<file path="config.mk">
export PLATFORM = sky130hd
export DESIGN_NAME = cbcs_sequencer
export DESIGN_NICKNAME = d
export VERILOG_FILES = /design/src/cbcs_pkg.sv /design/src/cbcs_sequencer.sv
export VERILOG_INCLUDE_DIRS = /design/src
export SDC_FILE = /design/constraint.sdc
export NUM_CORES = 1
export LEC_CHECK = 0
export BUFFER_PORTS_ARGS = -buffer_cell sky130_fd_sc_hd__buf_4
export CORE_UTILIZATION = 39
export CTS_CLUSTER_DIAMETER = 30
export CTS_CLUSTER_SIZE = 40
export DETAILED_ROUTE_END_ITERATION = 7
export GPL_ROUTABILITY_DRIVEN = 0
export RECOVER_POWER = 100
export SYNTH_ARGS = -nofsm -noshare
export SYNTH_HDL_FRONTEND = slang
export SYNTH_SLANG_ARGS = --single-unit
</file>
<file path="constraint.sdc">
create_clock -name mclk -period 3.1 [get_ports mclk]
set_input_delay 0 -clock mclk [delete_from_list [all_inputs] [get_ports mclk]]
set_output_delay 0 -clock mclk [all_outputs]
set_load 0.005 [all_outputs]
</file>
<file path="src/cbcs_map.svh">
`ifndef CBCS_MAP_SVH
`define CBCS_MAP_SVH

// Bus addresses
`define CBCS_RESET_PC 16'h0000
`define CBCS_DUMMY_ADDR 16'hffff

// Prebytes and fixed opcodes
`define CBCS_PREBYTE_PAGE2 8'h18
`define CBCS_PREBYTE_PAGE3 8'h1a
`define CBCS_PREBYTE_PAGE4 8'hcd
`define CBCS_OP_BSR 8'h8d
`define CBCS_OP_JSR_IND 8'had
`define CBCS_REL_COLUMN 4'h2

// Opcode field positions
`define CBCS_COL_MSB 7
`define CBCS_COL_LSB 4
`define CBCS_ACCB_BIT 6
`define CBCS_MODE_MSB 5
`define CBCS_MODE_LSB 4

// Page-one inherent opcodes
`define CBCS_OP_TEST 8'h00
`define CBCS_OP_INTEGER_DIVIDE 8'h02
`define CBCS_OP_FRACTIONAL_DIVIDE 8'h03
`define CBCS_OP_MUL 8'h3d
`define CBCS_OP_WAI 8'h3e
`define CBCS_OP_SWI 8'h3f

// Page two and four second bytes indexed by the Y register
`define CBCS_OP_SUBTRACT_D_Y 8'ha3
`define CBCS_OP_ADD_D_A_Y 8'he3
`define CBCS_OP_CMP16_Y 8'hac
`define CBCS_OP_STD_Y 8'hed
`define CBCS_OP_STY_Y 8'hef
`define CBCS_OP_STS_Y 8'haf
`define CBCS_OP_BIT_SET_OP_Y 8'h1c
`define CBCS_OP_BIT_CLEAR_OP_Y 8'h1d
`define CBCS_OP_BRANCH_IF_BITS_SET_Y 8'h1e
`define CBCS_OP_BRANCH_IF_BITS_CLEAR_Y 8'h1f

// Program counter steps
`define CBCS_STEP_OFFS 16'h0002
`define CBCS_STEP_NEXT3 16'h0003
`define CBCS_STEP_MASK 16'h0003
`define CBCS_STEP_BROFF 16'h0004
`define CBCS_STEP_BRNEXT 16'h0005
`define CBCS_STEP_REL 16'h0002

`endif

</file>
<file path="src/cbcs_pkg.sv">
package cbcs_pkg;

    typedef enum logic [3:0] {
        ST_FETCH = 4'h0, ST_PRE2 = 4'h1, ST_OFFS = 4'h3, ST_DUM1 = 4'h2,
        ST_OPHI = 4'h6, ST_OPLO = 4'h7, ST_DEND = 4'h5, ST_MASK = 4'h4,
        ST_DMID = 4'hc, ST_RESULT = 4'hd, ST_BRO2 = 4'hf, ST_TARGET = 4'he,
        ST_PUSHLO = 4'ha, ST_PUSHHI = 4'hb, ST_REL = 4'h9
    } cbcs_state_e;

    typedef enum logic [2:0] {
        CL_NONE, CL_STORE16, CL_ARITH16, CL_JSR, CL_BITSC, CL_BRBIT, CL_READ8
    } cbcs_class_e;

    typedef enum logic [1:0] {PG_ONE, PG_TWO, PG_THREE, PG_FOUR} cbcs_page_e;

    typedef enum logic [1:0] {AM_IMM, AM_DIR, AM_IND, AM_EXT} cbcs_mode_e;

    typedef enum logic [2:0] {
        SP_NONE, SP_TEST, SP_INTEGER_DIVIDE, SP_FRACTIONAL_DIVIDE, SP_MUL, SP_WAI, SP_SWI
    } cbcs_special_e;

endpackage

</file>
<file path="src/cbcs_sequencer.sv">
`timescale 1ns/100ps
`include "cbcs_map.svh"
// Notes on behaviour
// - Y-indexed 16-bit stores take 6 cycles, writing high byte at EA then low at EA+1.
// - Every Y-indexed form reads prebyte, second opcode, offset, then one dummy read.
// - Y-indexed 16-bit add, compare and subtract take 7 cycles, ending on a $FFFF read.
// - Sixteen-bit operands are big-endian, high byte at EA and low byte at EA+1.
// - The Y-indexed subroutine jump takes 7 cycles ending in two stack writes.
// - A subroutine call reads the target address before pushing the return address.
// - The return address is pushed low byte at SP, then high byte at SP-1, both writes.
// - The relative subroutine branch $8D takes 6 cycles with a $FFFF dummy third.
// - High nibble is the column, 8-B select A, C-F select B, modes imm/dir/ind/ext.
// - Codes $18, $1A and $CD are prebytes for pages 2, 3 and 4 and fetch another byte.
// - Test, divides, multiply, wait and software interrupt decode at their map places.
module cbcs_sequencer (
    input wire logic mclk,
    input wire logic rst,
    input wire logic [7:0] dataIn,
    input wire logic [15:0] indexY,
    input wire logic [15:0] stackPtr,
    input wire logic [15:0] storeData,
    input wire logic [7:0] resultByte,
    input wire logic branchTaken,
    output logic [15:0] busAddr,
    output logic busRnw,
    output logic [7:0] busDataOut,
    output logic [1:0] pageSel,
    output logic accGroup,
    output logic accSelB,
    output logic [1:0] addrModeSel,
    output logic [2:0] specialOp
);
    cbcs_pkg::cbcs_state_e stateQ, stateD;
    cbcs_pkg::cbcs_class_e clsQ, clsD;
    cbcs_pkg::cbcs_page_e pageQ, pageD;
    logic [15:0] addrQ, addrD, eaQ, eaD, pcQ, pcD, retQ, retD, nextQ, nextD;
    logic [7:0] doutQ, doutD, opQ, opD;
    logic rnwQ, rnwD, bsrQ, bsrD;
    function automatic logic [15:0] relTarget(input logic [15:0] base, input logic [7:0] off);
        relTarget = base + {{8{off[7]}}, off};
    endfunction
    function automatic cbcs_pkg::cbcs_class_e classOf(input cbcs_pkg::cbcs_page_e pg,
                                                      input logic [7:0] op);
        classOf = cbcs_pkg::CL_NONE;
        if (pg == cbcs_pkg::PG_TWO || pg == cbcs_pkg::PG_FOUR) begin
            if (op == `CBCS_OP_STD_Y || op == `CBCS_OP_STY_Y || op == `CBCS_OP_STS_Y) begin
                classOf = cbcs_pkg::CL_STORE16;
            end else if (op == `CBCS_OP_SUBTRACT_D_Y || op == `CBCS_OP_ADD_D_A_Y || op == `CBCS_OP_CMP16_Y) begin
                classOf = cbcs_pkg::CL_ARITH16;
            end else if (op == `CBCS_OP_JSR_IND) begin
                classOf = cbcs_pkg::CL_JSR;
            end else if (op == `CBCS_OP_BIT_SET_OP_Y || op == `CBCS_OP_BIT_CLEAR_OP_Y) begin
                classOf = cbcs_pkg::CL_BITSC;
            end else if (op == `CBCS_OP_BRANCH_IF_BITS_SET_Y || op == `CBCS_OP_BRANCH_IF_BITS_CLEAR_Y) begin
                classOf = cbcs_pkg::CL_BRBIT;
            end else if (op[7:4] == 4'h6 || op[7:4] == 4'ha || op[7:4] == 4'he) begin
                classOf = cbcs_pkg::CL_READ8;
            end
        end
    endfunction
    always_comb begin
        stateD = stateQ;
        addrD = addrQ;
        rnwD = 1'b1;
        doutD = doutQ;
        opD = opQ;
        pageD = pageQ;
        clsD = clsQ;
        bsrD = bsrQ;
        eaD = eaQ;
        pcD = pcQ;
        retD = retQ;
        nextD = nextQ;
        case (stateQ)
            cbcs_pkg::ST_FETCH: begin
                opD = dataIn;
                pcD = addrQ;
                pageD = cbcs_pkg::PG_ONE;
                clsD = cbcs_pkg::CL_NONE;
                bsrD = (dataIn == `CBCS_OP_BSR);
                addrD = addrQ + 16'h0001;
                if (dataIn == `CBCS_PREBYTE_PAGE2) begin
                    pageD = cbcs_pkg::PG_TWO;
                    stateD = cbcs_pkg::ST_PRE2;
                end else if (dataIn == `CBCS_PREBYTE_PAGE3) begin
                    pageD = cbcs_pkg::PG_THREE;
                    stateD = cbcs_pkg::ST_PRE2;
                end else if (dataIn == `CBCS_PREBYTE_PAGE4) begin
                    pageD = cbcs_pkg::PG_FOUR;
                    stateD = cbcs_pkg::ST_PRE2;
                end else if (dataIn[`CBCS_COL_MSB:`CBCS_COL_LSB] == `CBCS_REL_COLUMN
                             || dataIn == `CBCS_OP_BSR) begin
                    stateD = cbcs_pkg::ST_REL;
                end
            end
            cbcs_pkg::ST_PRE2: begin
                opD = dataIn;
                clsD = classOf(pageQ, dataIn);
                addrD = pcQ + `CBCS_STEP_OFFS;
                stateD = (clsD == cbcs_pkg::CL_NONE) ? cbcs_pkg::ST_FETCH : cbcs_pkg::ST_OFFS;
            end
            cbcs_pkg::ST_OFFS: begin
                eaD = indexY + {8'h00, dataIn};
                retD = pcQ + `CBCS_STEP_NEXT3;
                nextD = pcQ + `CBCS_STEP_NEXT3;
                addrD = `CBCS_DUMMY_ADDR;
                stateD = cbcs_pkg::ST_DUM1;
            end
            cbcs_pkg::ST_DUM1: begin
                addrD = eaQ;
                if (clsQ == cbcs_pkg::CL_JSR) begin
                    stateD = cbcs_pkg::ST_TARGET;
                end else begin
                    stateD = cbcs_pkg::ST_OPHI;
                    if (clsQ == cbcs_pkg::CL_STORE16) begin
                        rnwD = 1'b0;
                        doutD = storeData[15:8];
                    end
                end
            end
            cbcs_pkg::ST_OPHI: begin
                if (clsQ == cbcs_pkg::CL_STORE16) begin
                    stateD = cbcs_pkg::ST_OPLO;
                    addrD = eaQ + 16'h0001;
                    rnwD = 1'b0;
                    doutD = storeData[7:0];
                end else if (clsQ == cbcs_pkg::CL_ARITH16) begin
                    stateD = cbcs_pkg::ST_OPLO;
                    addrD = eaQ + 16'h0001;
                end else if (clsQ == cbcs_pkg::CL_BITSC || clsQ == cbcs_pkg::CL_BRBIT) begin
                    stateD = cbcs_pkg::ST_MASK;
                    addrD = pcQ + `CBCS_STEP_MASK;
                end else begin
                    stateD = cbcs_pkg::ST_FETCH;
                    addrD = nextQ;
                end
            end
            cbcs_pkg::ST_OPLO: begin
                if (clsQ == cbcs_pkg::CL_STORE16) begin
                    stateD = cbcs_pkg::ST_FETCH;
                    addrD = nextQ;
                end else begin
                    stateD = cbcs_pkg::ST_DEND;
                    addrD = `CBCS_DUMMY_ADDR;
                end
            end
            cbcs_pkg::ST_MASK: begin
                if (clsQ == cbcs_pkg::CL_BITSC) begin
                    stateD = cbcs_pkg::ST_DMID;
                    addrD = `CBCS_DUMMY_ADDR;
                end else begin
                    stateD = cbcs_pkg::ST_BRO2;
                    addrD = pcQ + `CBCS_STEP_BROFF;
                end
            end
            cbcs_pkg::ST_DMID: begin
                stateD = cbcs_pkg::ST_RESULT;
                addrD = eaQ;
                rnwD = 1'b0;
                doutD = resultByte;
                nextD = pcQ + `CBCS_STEP_BROFF;
            end
            cbcs_pkg::ST_BRO2: begin
                nextD = branchTaken ? relTarget(pcQ + `CBCS_STEP_BRNEXT, dataIn)
                                    : pcQ + `CBCS_STEP_BRNEXT;
                stateD = cbcs_pkg::ST_DEND;
                addrD = `CBCS_DUMMY_ADDR;
            end
            cbcs_pkg::ST_REL: begin
                nextD = (bsrQ || branchTaken) ? relTarget(pcQ + `CBCS_STEP_REL, dataIn)
                                              : pcQ + `CBCS_STEP_REL;
                retD = pcQ + `CBCS_STEP_REL;
                stateD = cbcs_pkg::ST_DEND;
                addrD = `CBCS_DUMMY_ADDR;
            end
            cbcs_pkg::ST_DEND: begin
                addrD = nextQ;
                stateD = bsrQ ? cbcs_pkg::ST_TARGET : cbcs_pkg::ST_FETCH;
            end
            cbcs_pkg::ST_TARGET: begin
                if (clsQ == cbcs_pkg::CL_JSR) begin
                    nextD = eaQ;
                end
                stateD = cbcs_pkg::ST_PUSHLO;
                addrD = stackPtr;
                rnwD = 1'b0;
                doutD = retQ[7:0];
            end
            cbcs_pkg::ST_PUSHLO: begin
                stateD = cbcs_pkg::ST_PUSHHI;
                addrD = stackPtr - 16'h0001;
                rnwD = 1'b0;
                doutD = retQ[15:8];
            end
            cbcs_pkg::ST_RESULT, cbcs_pkg::ST_PUSHHI: begin
                stateD = cbcs_pkg::ST_FETCH;
                addrD = nextQ;
            end
            default: begin
                stateD = cbcs_pkg::ST_FETCH;
                addrD = `CBCS_RESET_PC;
            end
        endcase
    end
    always_ff @(posedge mclk or posedge rst) begin
        if (rst) begin
            stateQ <= cbcs_pkg::ST_FETCH;
            addrQ <= `CBCS_RESET_PC;
            rnwQ <= 1'b1;
            doutQ <= 8'h00;
            opQ <= 8'h00;
            pageQ <= cbcs_pkg::PG_ONE;
            clsQ <= cbcs_pkg::CL_NONE;
            bsrQ <= 1'b0;
            eaQ <= 16'h0000;
            pcQ <= 16'h0000;
            retQ <= 16'h0000;
            nextQ <= 16'h0000;
        end else begin
            stateQ <= stateD;
            addrQ <= addrD;
            rnwQ <= rnwD;
            doutQ <= doutD;
            opQ <= opD;
            pageQ <= pageD;
            clsQ <= clsD;
            bsrQ <= bsrD;
            eaQ <= eaD;
            pcQ <= pcD;
            retQ <= retD;
            nextQ <= nextD;
        end
    end
    assign busAddr = addrQ;
    assign busRnw = rnwQ;
    assign busDataOut = doutQ;
    assign pageSel = pageQ;
    assign accGroup = opQ[`CBCS_COL_MSB] && (pageQ == cbcs_pkg::PG_ONE);
    assign accSelB = opQ[`CBCS_ACCB_BIT];
    assign addrModeSel = opQ[`CBCS_MODE_MSB:`CBCS_MODE_LSB];
    always_comb begin
        specialOp = cbcs_pkg::SP_NONE;
        if (pageQ == cbcs_pkg::PG_ONE) begin
            case (opQ)
                `CBCS_OP_TEST: specialOp = cbcs_pkg::SP_TEST;
                `CBCS_OP_INTEGER_DIVIDE: specialOp = cbcs_pkg::SP_INTEGER_DIVIDE;
                `CBCS_OP_FRACTIONAL_DIVIDE: specialOp = cbcs_pkg::SP_FRACTIONAL_DIVIDE;
                `CBCS_OP_MUL: specialOp = cbcs_pkg::SP_MUL;
                `CBCS_OP_WAI: specialOp = cbcs_pkg::SP_WAI;
                `CBCS_OP_SWI: specialOp = cbcs_pkg::SP_SWI;
                default: specialOp = cbcs_pkg::SP_NONE;
            endcase
        end
    end
endmodule

</file>
==> out/results.ini <==
[route]
drt-total-wl_mm = 41.0
drc = 0
viasPerCell = 6.08
wire_per_inst_um = 22.5
first_pass_iters = 8
antenna_left = 0
dr.first_iter.drc_count = 1166
vias = 11100

[status]
violations = max-capacitance violations, max-slew violations, negative setup slack
outcome = finished, violations left

[sta]
period_share_pct = 102
rsz0062_at_grt = yes
relSlewSlack_pct = -45.5
tightestPinTransition_ns = 2.18
finClkSkew_ns = 0.00988
finalSetupViolations = 4
post-route-min-period_ns = 3.15
hold_viol = 0
fmax_ghz = 0.317
timing.final.ws_setup_ns = -0.0522
slew_viol_final = 54

[clock_tree]
cts_tree = yes
cts-buffers-inserted = 9
cts_root_buf = clkbuf_16
clk_path_buf_depth = 2
clk_pin_slew_worst_paths_ns = 0.08
cts_sinks = 107
clk_latency_ns = 0.38
cts_max_level = 3

[logic_synthesis]
synth_seq_area_share_pct = 26.8
synthTopCellsByCount = 190 x nand2_1, 114 x nor2_1, 106 x dfrtp_1, 93 x o21ai_0, 75 x a21oi_1
yosys.area.top_type = dfrtp_1
syn_nets = 1414
yosysWarnings = 0
synthTopCellsByArea = dfrtp_1 27%, nand2_1 7.1%, ha_1 6.4%
synth.top_cell.area_share_pct = 26.5
synth.most_common_cell = nand2_1
synthFlopType = dfrtp_1
synth_seq_cells = 107
syn-cell-area_um2 = 10000
synth-edff-count = 0
avgSynthCellArea_um2 = 7.74
async_flop_share_pct = 100
synth_cells = 1293
yosysUniqueCellTypes = 76

[critical_path]
rrSetupSlack_ns = -0.05
worstSetupPathType = reg2reg
r2r_end = nextQ[10]
critPathCapture = nextQ[10]
r2r-start = pcQ[2]
crit_start = pcQ[2]
worstRegToRegCells = 14
start_kind = flip-flop
worstPathArrival_ns = 3.42
critical_path_required_ns = 3.36
worstPathMaxFanout = 4
endpoint_kind = flip-flop

[die]
die_h_um = 162
dieArea_um2 = 26300
start_util_pct = 39.7
ios = 101
core_area_um2 = 25200
rows = 58
die_x_um = 162

[power]
power.internal_uw = 6130
power_density_nw_per_um2 = 963
p_switching_uw = 6120
swShare_pct = 50.0
comb_power_share_pct = 64.8
p_seq_share_pct = 25.0
ir_drop_mv = 0.378
p_clk_share_pct = 10.2
p_leak_uw = 0.00543

[finish]
fillers = 2460
diodes = 0
nets = 1611
fin_util_pct = 50.5
areaGrowthSynthToFinish_pct = 27.1
final_cells = 1824
layout-drive-gt1-share_pct = 20.5

[global_routing]
grt_max_degree = 55
grt_pass1_vias = 10300
track_usage_pct = 31.0
overflow = 0
antenna_found_initial = 0
grt_pass1_wl_mm = 61.3

[worst_hold_path]
min_from = resultByte[4]
hold_path_class = in2reg
hold_depth = 3

[placement]
place_hpwl_mm = 31.5
portBuffers = 100
dp_cells = 1769

[job]
drv_cap = 1

[layout by cell type, fill, tap and decap left out, drive strengths merged, types with 7 or more instances in the layout]
master / instances
a21o: 17
a21oi: 75
a221o: 7
a221oi: 24
a222oi: 8
a22oi: 32
a31oi: 14
a41oi: 9
and3: 15
buf: 193
clkbuf: 48
dfrtp: 106
dlygate4sd3: 32
ha: 51
inv: 34
mux2: 8
mux2i: 8
nand2: 190
nand2b: 15
nand3: 40
nand4: 16
nor2: 114
nor2b: 16
nor3: 32
nor3b: 7
nor4: 8
o211ai: 13
o21ai: 108
o221ai: 8
o22ai: 19
xnor2: 70
xor2: 58
[through the flow]
stage / total power, µW / setup TNS, ns / hold slack [ns] / setup WS [ns] / area, µm²
floorplan: 7320 / -0.0312 / 0.148 / -0.0294 / 10000
global placement: 10200 / -0.207 / 0.172 / -0.0743 / 11800
detailed placement: 10300 / -0.742 / 0.177 / -0.182 / 11800
CTS: 11700 / 0 / 0.00294 / 0.00779 / 12500
global route: 13000 / -1.27 / 0.0325 / -0.167 / 12700
finish: 12200 / -0.0872 / 0.00464 / -0.0522 / 12700
[cells by family after synthesis]
logic type,after synthesis,share of synthesized area (%)
compound gates,388,25.5
xor+xnor,128,11.4
fa+ha+maj,54,6.98
buf+inv,109,4.58
flops,107,26.8
mux,16,1.70
simple gates,491,23.0
[metal layers]
metal  GRT usage, %  part of all wire [%]  wire [µm]
met1           42.1                    42      17300
met2           46.2                    42      17200
met3           6.49                    10       4300
met4           15.7                   5.4       2220
met5              0                     0          0
[area by class of cell]
| class | instances | area, µm² | area share (%) |
|---|---|---|---|
| clock buffer | 9 | 225 | 1.77 |
| clock inverter | 6 | 72.6 | 0.571 |
| sequential | 107 | 2680 | 21.1 |
| tap | 330 | 413 | 3.25 |
| timing repair buffer | 264 | 2040 | 16.0 |
| inverter | 31 | 116 | 0.915 |
| multi-input combinational | 1077 | 7170 | 56.4 |
[state kept, by name, summed over array words and instances, names as in the netlist]
name	count
busAddr	16
eaQ	16
nextQ	16
pcQ	16
retQ	16
busDataOut	8
opQ	8
stateQ	4
clsQ	3
pageSel	2
bsrQ	1
busRnw	1
[power groups by stage]
stage	sequential [µW]	clock (µW)	combinational (µW)
floorplan	2600	0	4720
global placement	3000	0	7190
detailed placement	3010	0	7260
CTS	2990	1260	7470
global route	3130	1300	8530
finish	3070	1240	7940
[critical path: stages (launching register included)]
cell	delay, ns
dfrtp_2	0.45
inv_2	0.09
ha_4	0.13
a21oi_4	0.05
or2_4	0.28
buf_4	0.15
xnor2_2	0.19
ha_1	0.30
a21o_1	0.22
a31oi_4	0.19
o21ai_1	0.11
a311o_1	0.36
a21oi_1	0.11
o21ai_0	0.13
a32o_1	0.28
[worst min-delay path by stage]
stage,to,slack [ns]
2_1_floorplan,pageSel[1],0.15
3_3_place_gp,busAddr[0],0.17
3_5_place_dp,retQ[1],0.18
4_1_cts,busAddr[12],0.003
5_1_grt,busAddr[0],0.03
6_report,busDataOut[4],0.005
[timing repair]
action | in CTS | in global routing
gates resized for setup | 12 | 52
endpoints found under the hold margin | 78 | 0
setup buffers | 2 | 6
setup endpoints to repair | 7 | 9
pin swaps | 5 | 23
hold buffers | 32 | 0
Note: power is estimated with default switching activity, not from simulation.
